`src/dsg_defs.vh`:
```
// Constants for the deep-sleep clock gating block
// How it works
// - Each enable bit gates one unit's clock
// - Access to gated-off unit gives bus fault
// - Reset value is 0x00000040
// - Bit 16 enables converter clock in deep sleep
// - Bits 9:8 select converter sample rate
// - Rate field clamped to the supported maximum
// - Bit 6 enables hibernation module clock
// - Bit 3 enables watchdog clock, faults else
// - Reserved bits read only, read zero
// - Run, sleep, deep-sleep registers apply per mode
// - Sleep registers used only with auto gating
// - Register sits at offset 0x120, 32 bits
`ifndef DSG_DEFS_VH
`define DSG_DEFS_VH

// ----------------------------------------
// Register map
// ----------------------------------------
`define DSG_AW            12
`define DSG_OFF_RUN       12'h0_100
`define DSG_OFF_SLEEP     12'h0_110
`define DSG_OFF_DEEP      12'h0_120
`define DSG_OFF_CFG       12'h0_060
`define DSG_OFF_STAT      12'h0_200
`define DSG_OFF_MASK      12'h0_204

// ----------------------------------------
// Field layout
// ----------------------------------------
`define DSG_BIT_CONV      16
`define DSG_RATE_HI       9
`define DSG_RATE_LO       8
`define DSG_BIT_HIB       6
`define DSG_BIT_WDG       3
`define DSG_BIT_AUTO      27
`define DSG_WMASK         32'h0001_0348
`define DSG_RST_GATE      32'h0000_0040
`define DSG_RST_CFG       32'h0000_0000
`define DSG_RATE_MAX      2'h2
`define DSG_AUTO_MASK     32'h0800_0000
`define DSG_RST_ZERO      32'h0000_0000
`define DSG_RST_RATE      2'h0
`define DSG_RST_BIT       1'b0

// ----------------------------------------
// Modes and status bits
// ----------------------------------------
`define DSG_MODE_RUN      2'h0
`define DSG_MODE_SLEEP    2'h1
`define DSG_MODE_DEEP     2'h2
`define DSG_ST_CONV       0
`define DSG_ST_WDG        1
`define DSG_ST_BAD        2
`define DSG_ST_W          3

`endif

```
`src/dsg_top.v`:
```
// Deep-sleep clock gating controller with register port
`timescale 1ns/1ps
`default_nettype none
`include "dsg_defs.vh"

// ----------------------------------------
// Timing notes
// ----------------------------------------
// Register port:
//   A write is taken at the edge that sees WR high; the register holds
//   the new value after that edge and the clock enables follow one
//   edge later, because every output of this block is a flop.
//   A read is taken at the edge that sees RD high; RDATA carries the
//   value for exactly the next cycle and is zero in every other cycle.
//   The port never stalls, so reads and writes may come back to back.
// Power mode:
//   MODE arrives from another domain and passes three flops; the new
//   mode is adopted once the second and third flop agree, so a change
//   reaches the enables four to five cycles after it appears.
//   A mode code of three is handled like run mode.
// Gating choice:
//   With auto gating off the run register governs every mode, so a
//   sleep entry cannot silently switch units off behind software.
//   With auto gating on the register of the current mode is used.
// Faults:
//   A unit access while its clock is off raises BUS_FAULT for one
//   cycle and sets a sticky status bit. An access to an unmapped
//   offset of this port sets its own status bit as well.
//   A status bit that is written with one in the cycle its event
//   fires stays set, so no event is ever lost to a clear.
// Rate field:
//   Codes above the supported maximum are stored as the maximum, so
//   the converter never sees a rate it cannot keep up with.
// Reserved bits:
//   Only implemented bits are stored; the rest read back as zero.

module dsg_top (
	input  wire                CLK,
	input  wire                RST_B,
	input  wire [`DSG_AW-1:0]  ADDR,
	input  wire [31:0]         WDATA,
	input  wire                WR,
	input  wire                RD,
	output reg  [31:0]         RDATA,
	input  wire [1:0]          MODE,
	input  wire                CONV_ACC,
	input  wire                WDG_ACC,
	output reg                 CONV_CLK_EN,
	output reg                 HIB_CLK_EN,
	output reg                 WDG_CLK_EN,
	output reg  [1:0]          CONV_RATE,
	output reg                 BUS_FAULT,
	output reg                 IRQ
);

	reg  [31:0]          run_r;
	reg  [31:0]          slp_r;
	reg  [31:0]          deep_r;
	reg  [31:0]          cfg_r;
	reg  [`DSG_ST_W-1:0] stat_r;
	reg  [`DSG_ST_W-1:0] mask_r;
	reg  [1:0]           mode_s1_r;
	reg  [1:0]           mode_s2_r;
	reg  [1:0]           mode_s3_r;
	reg  [1:0]           mode_r;
	reg  [31:0]          act;
	reg  [31:0]          rd_nxt;
	reg  [`DSG_ST_W-1:0] ev;
	wire [31:0]          wv;
	wire                 auto;
	wire [1:0]           rate_in;
	wire                 hit_run;
	wire                 hit_slp;
	wire                 hit_deep;
	wire                 hit_cfg;
	wire                 hit_stat;
	wire                 hit_mask;
	wire                 hit_any;

	// ----------------------------------------
	// Address decode
	// ----------------------------------------
	// One hit line per mapped register; anything else is unmapped
	assign hit_run  = (ADDR == `DSG_OFF_RUN);
	assign hit_slp  = (ADDR == `DSG_OFF_SLEEP);
	assign hit_deep = (ADDR == `DSG_OFF_DEEP);
	assign hit_cfg  = (ADDR == `DSG_OFF_CFG);
	assign hit_stat = (ADDR == `DSG_OFF_STAT);
	assign hit_mask = (ADDR == `DSG_OFF_MASK);
	assign hit_any  = hit_run | hit_slp | hit_deep | hit_cfg | hit_stat |
	                  hit_mask;

	// ----------------------------------------
	// Mode pin synchroniser
	// ----------------------------------------
	// Mode comes from the power controller; change counts when s2 and s3 agree
	always @(posedge CLK or negedge RST_B) begin
		if (!RST_B) begin
			mode_s1_r <= `DSG_MODE_RUN;
			mode_s2_r <= `DSG_MODE_RUN;
			mode_s3_r <= `DSG_MODE_RUN;
			mode_r    <= `DSG_MODE_RUN;
		end else begin
			mode_s1_r <= MODE;
			mode_s2_r <= mode_s1_r;
			mode_s3_r <= mode_s2_r;
			if (mode_s2_r == mode_s3_r) begin
				mode_r <= mode_s3_r;
			end
		end
	end

	// ----------------------------------------
	// Gating registers
	// ----------------------------------------
	// Only writable bits are stored; reserved bits stay zero
	assign wv      = WDATA & `DSG_WMASK;
	assign rate_in = wv[`DSG_RATE_HI:`DSG_RATE_LO];

	// Rate codes above the limit are clamped to the maximum
	function [31:0] dsg_clamp;
		input [31:0] v;
		input [1:0]  r;
		begin
			dsg_clamp = v;
			if (r > `DSG_RATE_MAX) begin
				dsg_clamp[`DSG_RATE_HI:`DSG_RATE_LO] = `DSG_RATE_MAX;
			end
		end
	endfunction

	// Run-mode gating register, the fallback set
	always @(posedge CLK or negedge RST_B) begin
		if (!RST_B) begin
			run_r <= `DSG_RST_GATE;
		end else if (WR && hit_run) begin
			run_r <= dsg_clamp(wv, rate_in);
		end
	end

	// Sleep-mode gating register
	always @(posedge CLK or negedge RST_B) begin
		if (!RST_B) begin
			slp_r <= `DSG_RST_GATE;
		end else if (WR && hit_slp) begin
			slp_r <= dsg_clamp(wv, rate_in);
		end
	end

	// Deep-sleep gating register
	always @(posedge CLK or negedge RST_B) begin
		if (!RST_B) begin
			deep_r <= `DSG_RST_GATE;
		end else if (WR && hit_deep) begin
			deep_r <= dsg_clamp(wv, rate_in);
		end
	end

	// Clock configuration, only the auto gating bit is kept
	always @(posedge CLK or negedge RST_B) begin
		if (!RST_B) begin
			cfg_r <= `DSG_RST_CFG;
		end else if (WR && hit_cfg) begin
			cfg_r <= WDATA & `DSG_AUTO_MASK;
		end
	end

	// ----------------------------------------
	// Active gating selection
	// ----------------------------------------
	assign auto = cfg_r[`DSG_BIT_AUTO];

	// Mode picks the register; without auto gating run settings
	always @* begin
		act = run_r;
		if (auto) begin
			case (mode_r)
				`DSG_MODE_SLEEP: act = slp_r;
				`DSG_MODE_DEEP:  act = deep_r;
				default:         act = run_r;
			endcase
		end
	end

	// ----------------------------------------
	// Fault events
	// ----------------------------------------
	// Access to an unclocked converter or watchdog faults
	always @* begin
		ev = {`DSG_ST_W{1'b0}};
		ev[`DSG_ST_CONV] = CONV_ACC & ~act[`DSG_BIT_CONV];
		ev[`DSG_ST_WDG]  = WDG_ACC & ~act[`DSG_BIT_WDG];
		ev[`DSG_ST_BAD]  = (WR | RD) & ~hit_any;
	end

	// Sticky status, write one to clear, set wins over clear
	always @(posedge CLK or negedge RST_B) begin
		if (!RST_B) begin
			stat_r <= {`DSG_ST_W{1'b0}};
		end else if (WR && hit_stat) begin
			stat_r <= (stat_r & ~WDATA[`DSG_ST_W-1:0]) | ev;
		end else begin
			stat_r <= stat_r | ev;
		end
	end

	// Interrupt mask, same layout as the status register
	always @(posedge CLK or negedge RST_B) begin
		if (!RST_B) begin
			mask_r <= {`DSG_ST_W{1'b0}};
		end else if (WR && hit_mask) begin
			mask_r <= WDATA[`DSG_ST_W-1:0];
		end
	end

	// ----------------------------------------
	// Read data
	// ----------------------------------------
	// Unmapped reads return zero
	always @* begin
		case (ADDR)
			`DSG_OFF_RUN:   rd_nxt = run_r;
			`DSG_OFF_SLEEP: rd_nxt = slp_r;
			`DSG_OFF_DEEP:  rd_nxt = deep_r;
			`DSG_OFF_CFG:   rd_nxt = cfg_r;
			`DSG_OFF_STAT:  rd_nxt = {{(32-`DSG_ST_W){1'b0}}, stat_r};
			`DSG_OFF_MASK:  rd_nxt = {{(32-`DSG_ST_W){1'b0}}, mask_r};
			default:        rd_nxt = 32'h0000_0000;
		endcase
	end

	// ----------------------------------------
	// Registered outputs
	// ----------------------------------------
	// Read data stands one cycle after the strobe, zero otherwise
	always @(posedge CLK or negedge RST_B) begin
		if (!RST_B) begin
			RDATA <= `DSG_RST_ZERO;
		end else begin
			RDATA <= RD ? rd_nxt : `DSG_RST_ZERO;
		end
	end

	// Converter clock enable
	always @(posedge CLK or negedge RST_B) begin
		if (!RST_B) begin
			CONV_CLK_EN <= `DSG_RST_BIT;
		end else begin
			CONV_CLK_EN <= act[`DSG_BIT_CONV];
		end
	end

	// Hibernation clock enable
	always @(posedge CLK or negedge RST_B) begin
		if (!RST_B) begin
			HIB_CLK_EN <= `DSG_RST_BIT;
		end else begin
			HIB_CLK_EN <= act[`DSG_BIT_HIB];
		end
	end

	// Watchdog clock enable
	always @(posedge CLK or negedge RST_B) begin
		if (!RST_B) begin
			WDG_CLK_EN <= `DSG_RST_BIT;
		end else begin
			WDG_CLK_EN <= act[`DSG_BIT_WDG];
		end
	end

	// Converter sample rate code
	always @(posedge CLK or negedge RST_B) begin
		if (!RST_B) begin
			CONV_RATE <= `DSG_RST_RATE;
		end else begin
			CONV_RATE <= act[`DSG_RATE_HI:`DSG_RATE_LO];
		end
	end

	// One-cycle fault pulse for an access to a gated unit
	always @(posedge CLK or negedge RST_B) begin
		if (!RST_B) begin
			BUS_FAULT <= `DSG_RST_BIT;
		end else begin
			BUS_FAULT <= ev[`DSG_ST_CONV] | ev[`DSG_ST_WDG];
		end
	end

	// Level interrupt while any unmasked status bit is set
	always @(posedge CLK or negedge RST_B) begin
		if (!RST_B) begin
			IRQ <= `DSG_RST_BIT;
		end else begin
			IRQ <= |(stat_r & mask_r);
		end
	end

endmodule
`default_nettype wire

```
`config.mk`:
```
export PLATFORM = sky130hd
export DESIGN_NAME = dsg_top
export DESIGN_NICKNAME = d
export VERILOG_FILES = /design/src/dsg_top.v
export VERILOG_INCLUDE_DIRS = /design/src /design/src/src
export SDC_FILE = /design/constraint.sdc
export NUM_CORES = 1
export LEC_CHECK = 0
export BUFFER_PORTS_ARGS = -buffer_cell sky130_fd_sc_hd__buf_2
export CELL_PAD_IN_SITES_DETAIL_PLACEMENT = 1
export CELL_PAD_IN_SITES_GLOBAL_PLACEMENT = 2
export CORE_ASPECT_RATIO = 1.5
export CORE_MARGIN = 2
export CORE_UTILIZATION = 29
export DETAILED_ROUTE_END_ITERATION = 16
export MAX_ROUTING_LAYER = met4
export PLACE_DENSITY_LB_ADDON = 0.08
export SETUP_SLACK_MARGIN = 0.1
export SLEW_MARGIN = 20
export SYNTH_ARGS = -nofsm -noshare
export SYNTH_HDL_FRONTEND = slang
export SYNTH_SLANG_ARGS = --single-unit
```
`constraint.sdc`:
```
create_clock -name CLK -period 1.8 [get_ports CLK]
set_input_delay 0.18 -clock CLK [delete_from_list [all_inputs] [get_ports CLK]]
set_output_delay 0.18 -clock CLK [all_outputs]
set_load 0.01 [all_outputs]
```
# Yosys cells after proc, flatten, opt, wreduce, memory -nomap -nowiden
# Cells that the tools add are included.
[totals]
word_cells = 58
out_inout_bits = 39
in_bits = 52
reg_bits = 69
[classes]
magnitude_cmp = 1
reduce_logical = 7
n_mux = 6
bitwise = 18
n_eq_ne = 9
[op_table]
columns = ["op", "count"]
rows = [
  ["$pmux 28 s6", 1],
  ["$eq 12x9->1 const B", 3],
  ["$pmux 17 s2", 1],
  ["$mux 32", 1],
  ["$eq 12x10->1 const B", 2],
  ["$mux 17", 1],
  ["$eq 12x7->1 const B", 1],
  ["$or 1x1->1", 7],
  ["$and 3x3->3", 2],
  ["$logic_and 1x1->1", 6],
  ["$or 3x3->3", 2],
  ["$and 1x1->1", 3],
  ["$mux 3", 1],
  ["$not 1->1", 3],
  ["$not 3->3", 1],
  ["$reduce_or 3->1", 1],
  ["$eq 2x1->1 const B", 1],
  ["$eq 2x2->1", 1],
  ["$eq 2x2->1 const B", 1],
  ["$gt 2x2->1 const B", 1],
  ["$mux 2", 1],
]

# Logic depth before layout (Yosys ltp)
# Gate-level depths: netlist of the first run.
[depth]
depth_word = 10
mapped_depth = 6

# Least setup slack after synthesis of the first run
# Ideal clock, no wire load.
[synth_timing]
kind = "input to register"
startpoint = "in ADDR[2]"
endpoint = "reg run_r[16]"
stages = 6
path_buffers = 2
path_slack_ps = 146
arrival_time_ps = 1529
t_required_ps = 1675
cell_sequence = "buf_6 nor3b_4 nand2_4 or4_4 buf_6 mux2_4"
[synth_via]
elab_chain_len = 2
[synth_lines]
columns = ["item", "line", "source"]
rows = [
  ["start: declaration", "dsg_top.v:40", "input wire [`DSG_AW-1:0] ADDR,"],
  ["$eq 12x9->1", "--", ""],
  ["$logic_and 1x1->1", "dsg_top.v:136", "end else if (WR && hit_run) begin"],
  ["end signal: assignment", "dsg_top.v:135", "run_r <= `DSG_RST_GATE;"],
  ["end signal: assignment", "dsg_top.v:137", "run_r <= dsg_clamp(wv, rate_in);"],
  ["end: declaration", "dsg_top.v:56", "reg [31:0] run_r;"],
]
# Every way passes these cells.
# A chain may end at the register's enable or synchronous reset.

# Worst setup path after layout of the first run
[layout_timing]
startpoint = "in ADDR[0]"
endpoint = "reg run_r[9]"
# Same word-level chain as after synthesis.

==> impl_metrics.csv, run 1 <==
group,metric,value,unit
placed_design,place_inst,350,
route,dr.pass1.iters,4,
logic_synthesis,synthMuxAreaShare,13.6,%
logic_synthesis,synth_top_family_by_area,"simple AND/OR/NAND/NOR gates",
placed_design,place_ws,0.00109,ns
run_status,violations,"hold timing",
run_status,status,"finished, violations left",
placed_design,dp_hpwl,3.97,mm
final_layout,final_net_count,311,
logic_synthesis,yosys_warnings,0,
logic_synthesis,synth_compound_area_share,7.60,%
power_and_ir_drop,sw_frac_of_total,23.2,%
route,top_layer,"met4",
setup_path,cp_cell_sequence,"buf_2, nor4_4, buf_4, nand3_4, or4_4, mux2_4",
setup_path,critical-path-slowest-cell,"or4_4",
route,drc,0,
timing,fin_crit,1.50,ns
logic_synthesis,synthFlopType,"dfrtp_1",
route,drtIter0Drc,36,
route,wl_per_cell,14.3,µm
die,coreArea,7660,µm²
placed_design,io_buffers,44,
setup_path,crit_path_max_fanout,5,
route,via_count,1601,
cts,cts_sinks,46,
global_routing,grt_max_degree,47,
logic_synthesis,synth_commonest_cells,"43 x dfrtp_1, 23 x buf_4, 15 x nand2_1",
route,dr_wl_met2,2.66,mm
route,vias_per_cell,4.45,
global_routing,grt.total_usage,13.0,%
timing,skew,0.00636,ns
setup_path,r2r_cells,5,
logic_synthesis,synth.largest_area_cell,"dfrtp_1",
timing,worstMarginPinSlew,0.598,ns
power_and_ir_drop,p_sw,537,µW
power_and_ir_drop,seqPwrFrac,45.9,%
logic_synthesis,synth_edf_count,0,
timing,slew_violations,0,
logic_synthesis,ys_ff_latch,46,
power_and_ir_drop,clkPwrFrac,45.4,%
job,cap_violations,0,
timing,fin_crit_sh,83.2,%
die,row_count,39,
logic_synthesis,synth.most_common_cell,"dfrtp_1",
cts,cts_root_buffer,"clkbuf_16",
logic_synthesis,synth.area.top_cells,"dfrtp_1 47%, buf_4 7.5%, mux2_2 6.8%",
power_and_ir_drop,combPwrFrac,8.7,%
timing,setup_viol,0,
setup_path,criticalPathCategory,"input pin to flop",
power_and_ir_drop,vdd_ir_drop_max,0.434,mV
timing,fin_ws,0.303,ns
power_and_ir_drop,powerDensity,829,nW/µm²
logic_synthesis,yosys.area.top_type_share,46.7,%
setup_path,cp-end-kind,"flop",
logic_synthesis,synthAdderAreaFrac,1.09,%
setup_path,r2r_start,"mode_r[0]",
global_routing,overflow,0,
cts,cts_buffers,5,
min_path,hold_class,"input pin to async pin",
setup_path,cp.arrival,1.67,ns
cts,h-tree-depth,2,
logic_synthesis,yosys.area_share.simple,16.3,%
setup_path,critPathRequiredTime,1.97,ns
die,io_pins,91,
final_layout,drive_above_1_share,36.0,%
die,fp.dieW,76.8,µm
route,ant_nets,0,
setup_path,cp_top_family,"simple AND/OR/NAND/NOR gates",
final_layout,syn2layout_area_growth,21.4,%
setup_path,cpPeakStageDelay,0.52,ns
final_layout,final_core_util,36.6,%
global_routing,grt_pass1_wl,8.49,mm
timing,hold_viol,24,
power_and_ir_drop,p_int,1780,µW
global_routing,grt_antenna_before_repair,0,
logic_synthesis,avgSynthCellArea,11.6,µm²
setup_path,cp.depth,6,
route,dr_wl_met3,276,µm
setup_path,start_kind,"input pin",
timing,maxSlewHeadroom,60.2,%
route,routed_wl,5.16,mm
timing,timing.hold.ws,-0.0201,ns
cts,insertion_delay,0.28,ns
cts,clock_path_buffers,2,
logic_synthesis,synth.distinct_cells,42,
logic_synthesis,synthArstFlopShare,100,%
die,die_y,113,µm
setup_path,r2r_end,"BUS_FAULT",
power_and_ir_drop,power.leakage,0.00140,µW
timing,rsz0062_at_grt,"no",
route,wl_met1,2.13,mm
cts,cts_tree,"yes",
logic_synthesis,yosysSeqAreaShare,50.1,%
timing,max_freq,668,MHz
die,start_util,30.1,%
timing,tns,0,ns
logic_synthesis,synthXorXnorAreaFrac,0.760,%
die,die-area,8700,µm²
placed_design,place.gp.congestion,0.724,
logic_synthesis,synthesis.area,2310,µm²
global_routing,grt_pass1_vias,1637,
setup_path,critPathBufInv,2,
final_layout,antenna_cells,0,
cts,clk_pin_slew,0.06,ns
logic_synthesis,synth_cells,199,
setup_path,reg2reg_setup_slack,0.32,ns
final_layout,layoutNonFillerInstCount,360,
[how the worst max path moves through the flow]
stage                           end  slack, ns  startpoint
after detailed placement   run_r[8]      0.001     ADDR[0]
after floorplan           run_r[16]       0.15     ADDR[2]
after global placement     run_r[3]      -0.02     ADDR[0]
after CTS                 BUS_FAULT       0.27   mode_r[0]
after global routing      BUS_FAULT       0.18   mode_r[0]
final                      run_r[9]       0.30     ADDR[0]
[flip-flops by register name, summed over array words and instances, names as in the netlist, 2 cells and up]
| name | cells |
|---|---|
| CONV_RATE | 2 |
| RDATA | 9 |
| deep_r | 5 |
| mask_r | 3 |
| mode_r | 2 |
| mode_s1_r | 2 |
| mode_s2_r | 2 |
| mode_s3_r | 2 |
| run_r | 5 |
| slp_r | 5 |
| stat_r | 3 |
[timing repair]
action                    in CTS  in global routing
resized for setup              0                  0
hold buffers                   2                  0
hold endpoints to repair       2                  0
buffers inserted               0                  0
[cells by family (layout without fill, tap and decap cells)]
logic type,after synthesis,in the layout
compound gates,29,29
xor+xnor,2,2
fa+ha+maj,2,2
buf+inv,37,74
flops,46,46
mux,27,27
other cells,1,23
simple gates,55,55
[per-layer routing]
| layer | vias to the layer above | global-route usage (%) |
|---|---|---|
| li1 | 762 | - |
| met1 | 786 | 15.3 |
| met2 | 46 | 21.6 |
| met3 | 7 | 2.87 |
| met4 | 0 | 5.09 |
| met5 | - | - |
[cells in the final DEF (no fill, tap or decap), types with 3 or more instances in the layout]
cell / count
a21oi_1: 5
a22oi_1: 5
and2_1: 5
buf_2: 44
buf_4: 11
clkbuf_16: 5
conb_1: 23
dfrtp_1: 43
dfstp_2: 3
inv_1: 9
mux2_2: 14
mux2_4: 5
mux2i_1: 8
nand2_1: 15
nand2b_1: 3
nand3_1: 3
nor2_1: 9
o211ai_1: 3
o21ai_0: 12
[power groups by stage]
stage,registers [µW],clock network [µW],logic (µW)
2_1_floorplan,1080,0,137
3_3_place_gp,1080,0,200
3_5_place_dp,1090,0,201
4_1_cts,1070,1090,205
5_1_grt,1070,1140,226
6_report,1070,1050,201
[cell type report]
cell class / instances / area (µm²)
repair buffers: 57 / 323
flip-flops and latches: 46 / 1150
clock inverters: 3 / 43.8
inverters: 9 / 33.8
clock buffers: 5 / 125
multi-input cells: 138 / 992
well taps: 102 / 128
fillers: 899 / 4860
[through the flow]
stage / instance area (µm²) / hold slack [ns] / total power (µW)
after detailed placement: 2610 / 0.291 / 1290
final: 2800 / -0.0201 / 2320
after floorplan: 2390 / -0.116 / 1220
after CTS: 2800 / 0.0102 / 2360
after global placement: 2610 / 0.288 / 1280
after global routing: 2800 / 0.0377 / 2430
Power figures use the tool's default switching activity.
==> run 2, diff against run 1 <==
==> constraint.sdc (replaced) <==
create_clock -name CLK -period 1.4 [get_ports CLK]
set_input_delay 0.14 -clock CLK [delete_from_list [all_inputs] [get_ports CLK]]
set_output_delay 0.14 -clock CLK [all_outputs]
set_load 0.01 [all_outputs]
==> run 2 against run 1 <==
Compared with the run above:
- critical path type unchanged
- cell count grew 5.8%
- clock power grew 31%
- global-route usage is 1.5 points higher
- the run now ends clean
- largest cell class unchanged
==> impl_metrics.csv, run 2 (same netlist as run 1, synthesis figures left out) <==
group,metric,value,unit
final_layout,antenna_cells,0,
route,via_count,1680,
timing,max_freq,721,MHz
cts,cts_buffers,5,
route,dr.pass1.iters,4,
cts,cts_sinks,46,
placed_design,place.gp.congestion,0.776,
timing,setup_viol,0,
placed_design,dp_hpwl,4.35,mm
die,die-area,8700,µm²
final_layout,post-route-cell-area,3080,µm²
final_layout,drive_above_1_share,44.1,%
global_routing,grt_pass1_wl,9.40,mm
final_layout,largest_reg_flops,9,
die,row_count,39,
final_layout,syn2layout_area_growth,33.6,%
die,io_pins,91,
final_layout,final_cell_mix,"43 x dfrtp_1, 42 x buf_2, 28 x buf_4, 23 x conb_1, 14 x mux2_4",
die,fp.dieW,76.8,µm
setup_path,cp.arrival,1.56,ns
cts,clk_pin_slew,0.07,ns
setup_path,criticalPathCategory,"input pin to flop",
route,drc,0,
cts,cts_root_buffer,"clkbuf_16",
setup_path,cp-end-kind,"flop",
die,die_y,113,µm
cts,clock_path_buffers,2,
power_and_ir_drop,vdd_ir_drop_max,0.476,mV
global_routing,grt_max_degree,47,
route,vias_per_cell,4.41,
job,cap_violations,0,
setup_path,start_kind,"input pin",
final_layout,regMostFlops,"RDATA",
min_path,hold_class,"input pin to flop",
route,wl_per_cell,14.9,µm
global_routing,grt_antenna_before_repair,0,
power_and_ir_drop,power.leakage,0.00154,µW
timing,fin_ws,0.0131,ns
route,ant_nets,0,
setup_path,critPathRequiredTime,1.57,ns
die,start_util,30.1,%
timing,slew_violations,0,
die,coreArea,7660,µm²
global_routing,overflow,0,
route,routed_wl,5.68,mm
placed_design,place_ws,-0.307,ns
timing,fin_crit,1.39,ns
final_layout,final_net_count,332,
power_and_ir_drop,powerDensity,1000,nW/µm²
placed_design,placed_area,2790,µm²
placed_design,io_buffers,44,
cts,insertion_delay,0.29,ns
global_routing,grt_pass1_vias,1792,
cts,cts_tree,"yes",
setup_path,crit_path_max_fanout,5,
final_layout,layout_commonest_cell,"dfrtp_1",
global_routing,grt.total_usage,14.5,%
route,drtIter0Drc,36,
timing,skew,0.00607,ns
timing,rsz0062_at_grt,"yes",
timing,fin_crit_sh,99.1,%
run_status,status,"finished, final reports clean",
cts,h-tree-depth,2,
timing,hold_viol,0,
## run 2: changes by cell type in the layout (fill, tap and decap cells not counted), sizes merged
cell and delta:
buf +20, dlygate4sd3 +1
## run 2: path summary, 6_finish.rpt
| check | start | to | slack, ns | depth (start not counted) |
|---|---|---|---|---|
| setup reg to reg | mode_r[0] | BUS_FAULT | 0.11 | 5 |
| hold / removal | WDATA[27] | cfg_r[27] | 0.08 | 2 |
| max in group asynchronous | RST_B | run_r[6] | 0.75 | 3 |
| min in group asynchronous | RST_B | RDATA[8] | 0.37 | 3 |
| setup / recovery | ADDR[11] | run_r[3] | 0.01 | 5 |
| hold reg to reg | mode_s1_r[1] | mode_s2_r[1] | 0.35 | 0 |
## run 2: cell type report
type | count | area [µm²]
Fill cell | 881 | 4580
Tap cell | 102 | 128
Clock inverter | 3 | 43.8
Multi-Input combinational cell | 138 | 1070
Sequential cell | 46 | 1150
Timing Repair Buffer | 78 | 528
Inverter | 9 | 33.8
Clock buffer | 5 | 125
## run 2: report_power, final
group / switching (µW) / internal, µW
combinational: 179 / 154
sequential: 15.3 / 1350
clock: 536 / 846
## run 2: metrics by stage
step	hold WS (ns)	power [µW]	util (%)	instances	setup TNS, ns
after global placement	0.131	1700	36.5	366	-5.66
after floorplan	-0.156	1580	-	221	-1.84
after detailed placement	0.148	1700	36.5	366	-5.47
final	0.0846	3080	40.2	381	0
after CTS	0.0800	3100	39.6	379	0
after global routing	0.0774	3220	40.2	381	-0.0522
## run 2: what timing repair did
action,4_1_cts,5_1_grt
setup buffers,2,2
setup endpoints to repair,19,25
hold endpoints to repair,45,0
gates resized for setup,8,9
pin swaps,6,4
hold buffers,3,0
## run 2: critical path, cell delays in order
cell and delay [ns]:
buf_6 0.10, nor4_4 0.35, nand3_4 0.14, or4_4 0.51, mux2_4 0.32
## run 2: routing by layer
metal  up-vias  track usage [%]  share of wire [%]
li1        802                -                  -
met1       825             16.6                 41
met2        46             24.8                 53
met3         7             2.87                4.2
met4         0             5.70                2.0
met5         -                -                  0
==> run 3, diff against run 2 <==
--- a/config.mk
+++ b/config.mk
@@ -15,6 +15,7 @@
 export DETAILED_ROUTE_END_ITERATION = 16
 export MAX_ROUTING_LAYER = met4
 export PLACE_DENSITY_LB_ADDON = 0.08
+export REMOVE_ABC_BUFFERS = 1
 export SETUP_SLACK_MARGIN = 0.1
 export SLEW_MARGIN = 20
 export SYNTH_ARGS = -nofsm -noshare
==> run 3 against run 2 <==
Compared with the run above:
- flip-flop and latch count unchanged
- core utilization up 0.33 points
- global-route usage down 0.59 points
- clock power down 14%
- first-iteration DRC count up 110%
- combinational power up 14%
- worst setup slack worse by 0.0095 ns
- die area unchanged
- sequential power about the same
- worst hold slack better by 0.0065 ns
- largest power group is now registers
==> impl_metrics.csv, run 3 (same netlist as run 1, synthesis figures left out) <==
group,metric,value,unit
timing,fin_crit,1.40,ns
setup_path,cp-end-kind,"flop",
die,fp.dieW,76.8,µm
route,drc,0,
power_and_ir_drop,powerDensity,943,nW/µm²
global_routing,grt_max_degree,41,
setup_path,crit_path_max_fanout,5,
placed_design,dp_hpwl,4.33,mm
placed_design,place_inst,368,
cts,cts_root_buffer,"clkbuf_16",
global_routing,grt.total_usage,13.9,%
timing,fin_crit_sh,99.7,%
route,via_count,1670,
route,routed_wl,5.64,mm
setup_path,start_kind,"input pin",
timing,setup_viol,0,
global_routing,overflow,0,
final_layout,nFillCells,883,
placed_design,place.gp.congestion,0.839,
power_and_ir_drop,vdd_ir_drop_max,0.613,mV
final_layout,syn2layout_area_growth,34.7,%
power_and_ir_drop,combPwrFrac,13.0,%
die,die-area,8700,µm²
setup_path,critPathRequiredTime,1.57,ns
cts,cts_tree,"yes",
final_layout,layout_commonest_cell,"dfrtp_1",
cts,cts_buffers,5,
setup_path,criticalPathCategory,"input pin to flop",
power_and_ir_drop,power.leakage,0.00154,µW
final_layout,final_cell_mix,"43 x dfrtp_1, 41 x buf_2, 25 x buf_4, 23 x conb_1, 14 x nand2_1",
final_layout,drive_above_1_share,45.7,%
final_layout,final_core_util,40.6,%
die,io_pins,91,
cts,insertion_delay,0.29,ns
route,vias_per_cell,4.39,
timing,hold_viol,0,
power_and_ir_drop,seqPwrFrac,46.7,%
final_layout,final_net_count,331,
die,row_count,39,
global_routing,grt_antenna_before_repair,0,
power_and_ir_drop,p_int,2190,µW
timing,skew,0.00285,ns
power_and_ir_drop,sw_frac_of_total,25.2,%
timing,slew_violations,0,
final_layout,largest_reg_flops,9,
final_layout,antenna_cells,0,
cts,cts_sinks,46,
cts,clk_pin_slew,0.07,ns
route,ant_nets,0,
route,wl_per_cell,14.8,µm
run_status,status,"finished, final reports clean",
timing,rsz0062_at_grt,"yes",
power_and_ir_drop,p_sw,738,µW
final_layout,layoutNonFillerInstCount,380,
final_layout,regMostFlops,"RDATA",
timing,max_freq,716,MHz
route,dr.pass1.iters,4,
die,coreArea,7660,µm²
setup_path,cp.arrival,1.57,ns
final_layout,multiInputGateArea,1110,µm²
job,cap_violations,0,
die,start_util,30.1,%
die,die_y,113,µm
min_path,hold_class,"input pin to flop",
cts,clock_path_buffers,2,
final_layout,seq_area,1150,µm²
global_routing,grt_pass1_vias,1801,
placed_design,io_buffers,44,
route,drtIter0Drc,77,
global_routing,grt_pass1_wl,9.11,mm
timing,tns,0,ns
cts,h-tree-depth,2,
power_and_ir_drop,clkPwrFrac,40.3,%
[run 3: cell count changes in the layout (fill, tap and decap cells not counted), moves of 2 or more]
cell     delta
buf_6       +3
o21ai_1     +2
ha_4        +2
ha_1        -2
inv_1       -2
a22oi_2     +5
nand2_2     -2
a22oi_1     -5
nand2_1     +2
buf_4       -3
[run 3: repair_timing]
item / CTS / global route
cloned: 0 / 0
hold buffers: 3 / 0
hold endpoints to repair: 45 / 0
gates resized for setup: 17 / 25
pin swaps: 6 / 8
buffers inserted: 1 / 0
setup endpoints to repair: 24 / 27
[run 3: per-stage QoR]
stage	cell area [µm²]	total power [µW]	hold WS, ns	worst slack, ns
2_1_floorplan	2180	1500	-0.156	-0.152
5_1_grt	3110	3070	0.0840	-0.0321
6_report	3110	2930	0.0911	0.00355
3_5_place_dp	2760	1710	-0.00877	-0.379
3_3_place_gp	2760	1710	-0.0131	-0.358
4_1_cts	3010	2940	0.0828	-0.00156
[run 3: cell type report]
type / count / share of cell area (%)
clock inverters: 3 / 0.685
repair buffers: 77 / 17.0
flip-flops and latches: 46 / 37.2
inverters: 9 / 1.17
multi-input cells: 138 / 35.8
clock buffers: 5 / 4.03
well taps: 102 / 4.11
[run 3: worst paths after layout]
path                               from            to  slack [ns]  depth (start not counted)
setup / recovery                ADDR[3]      run_r[9]       0.004                          5
hold / removal                WDATA[27]     cfg_r[27]        0.09                          2
min in group asynchronous         RST_B      RDATA[6]        0.24                          2
setup reg to reg              mode_r[1]     BUS_FAULT        0.08                          4
max in group asynchronous         RST_B      slp_r[6]        0.64                          3
hold reg to reg            mode_s1_r[0]  mode_s2_r[0]        0.35                          0
[run 3: routing by layer]
metal | vias to the layer above | global-route usage (%) | routed length [µm]
li1 | 801 | - | -
met1 | 819 | 15.8 | 2270
met2 | 41 | 23.3 | 2990
met3 | 9 | 3.67 | 239
met4 | 0 | 5.45 | 134
met5 | - | - | 0
[run 3: critical path: stages]
cell	delay [ns]
buf_8	0.10
nor4_4	0.36
nand3_4	0.14
or4_4	0.51
mux2_4	0.32
[run 3: power by group through the flow]
stage | Sequential (µW) | Combinational, µW | Clock [µW]
final | 1370 | 380 | 1180
after global placement | 1390 | 323 | 0
after CTS | 1360 | 355 | 1220
after floorplan | 1390 | 113 | 0
after global routing | 1370 | 420 | 1280
after detailed placement | 1390 | 324 | 0
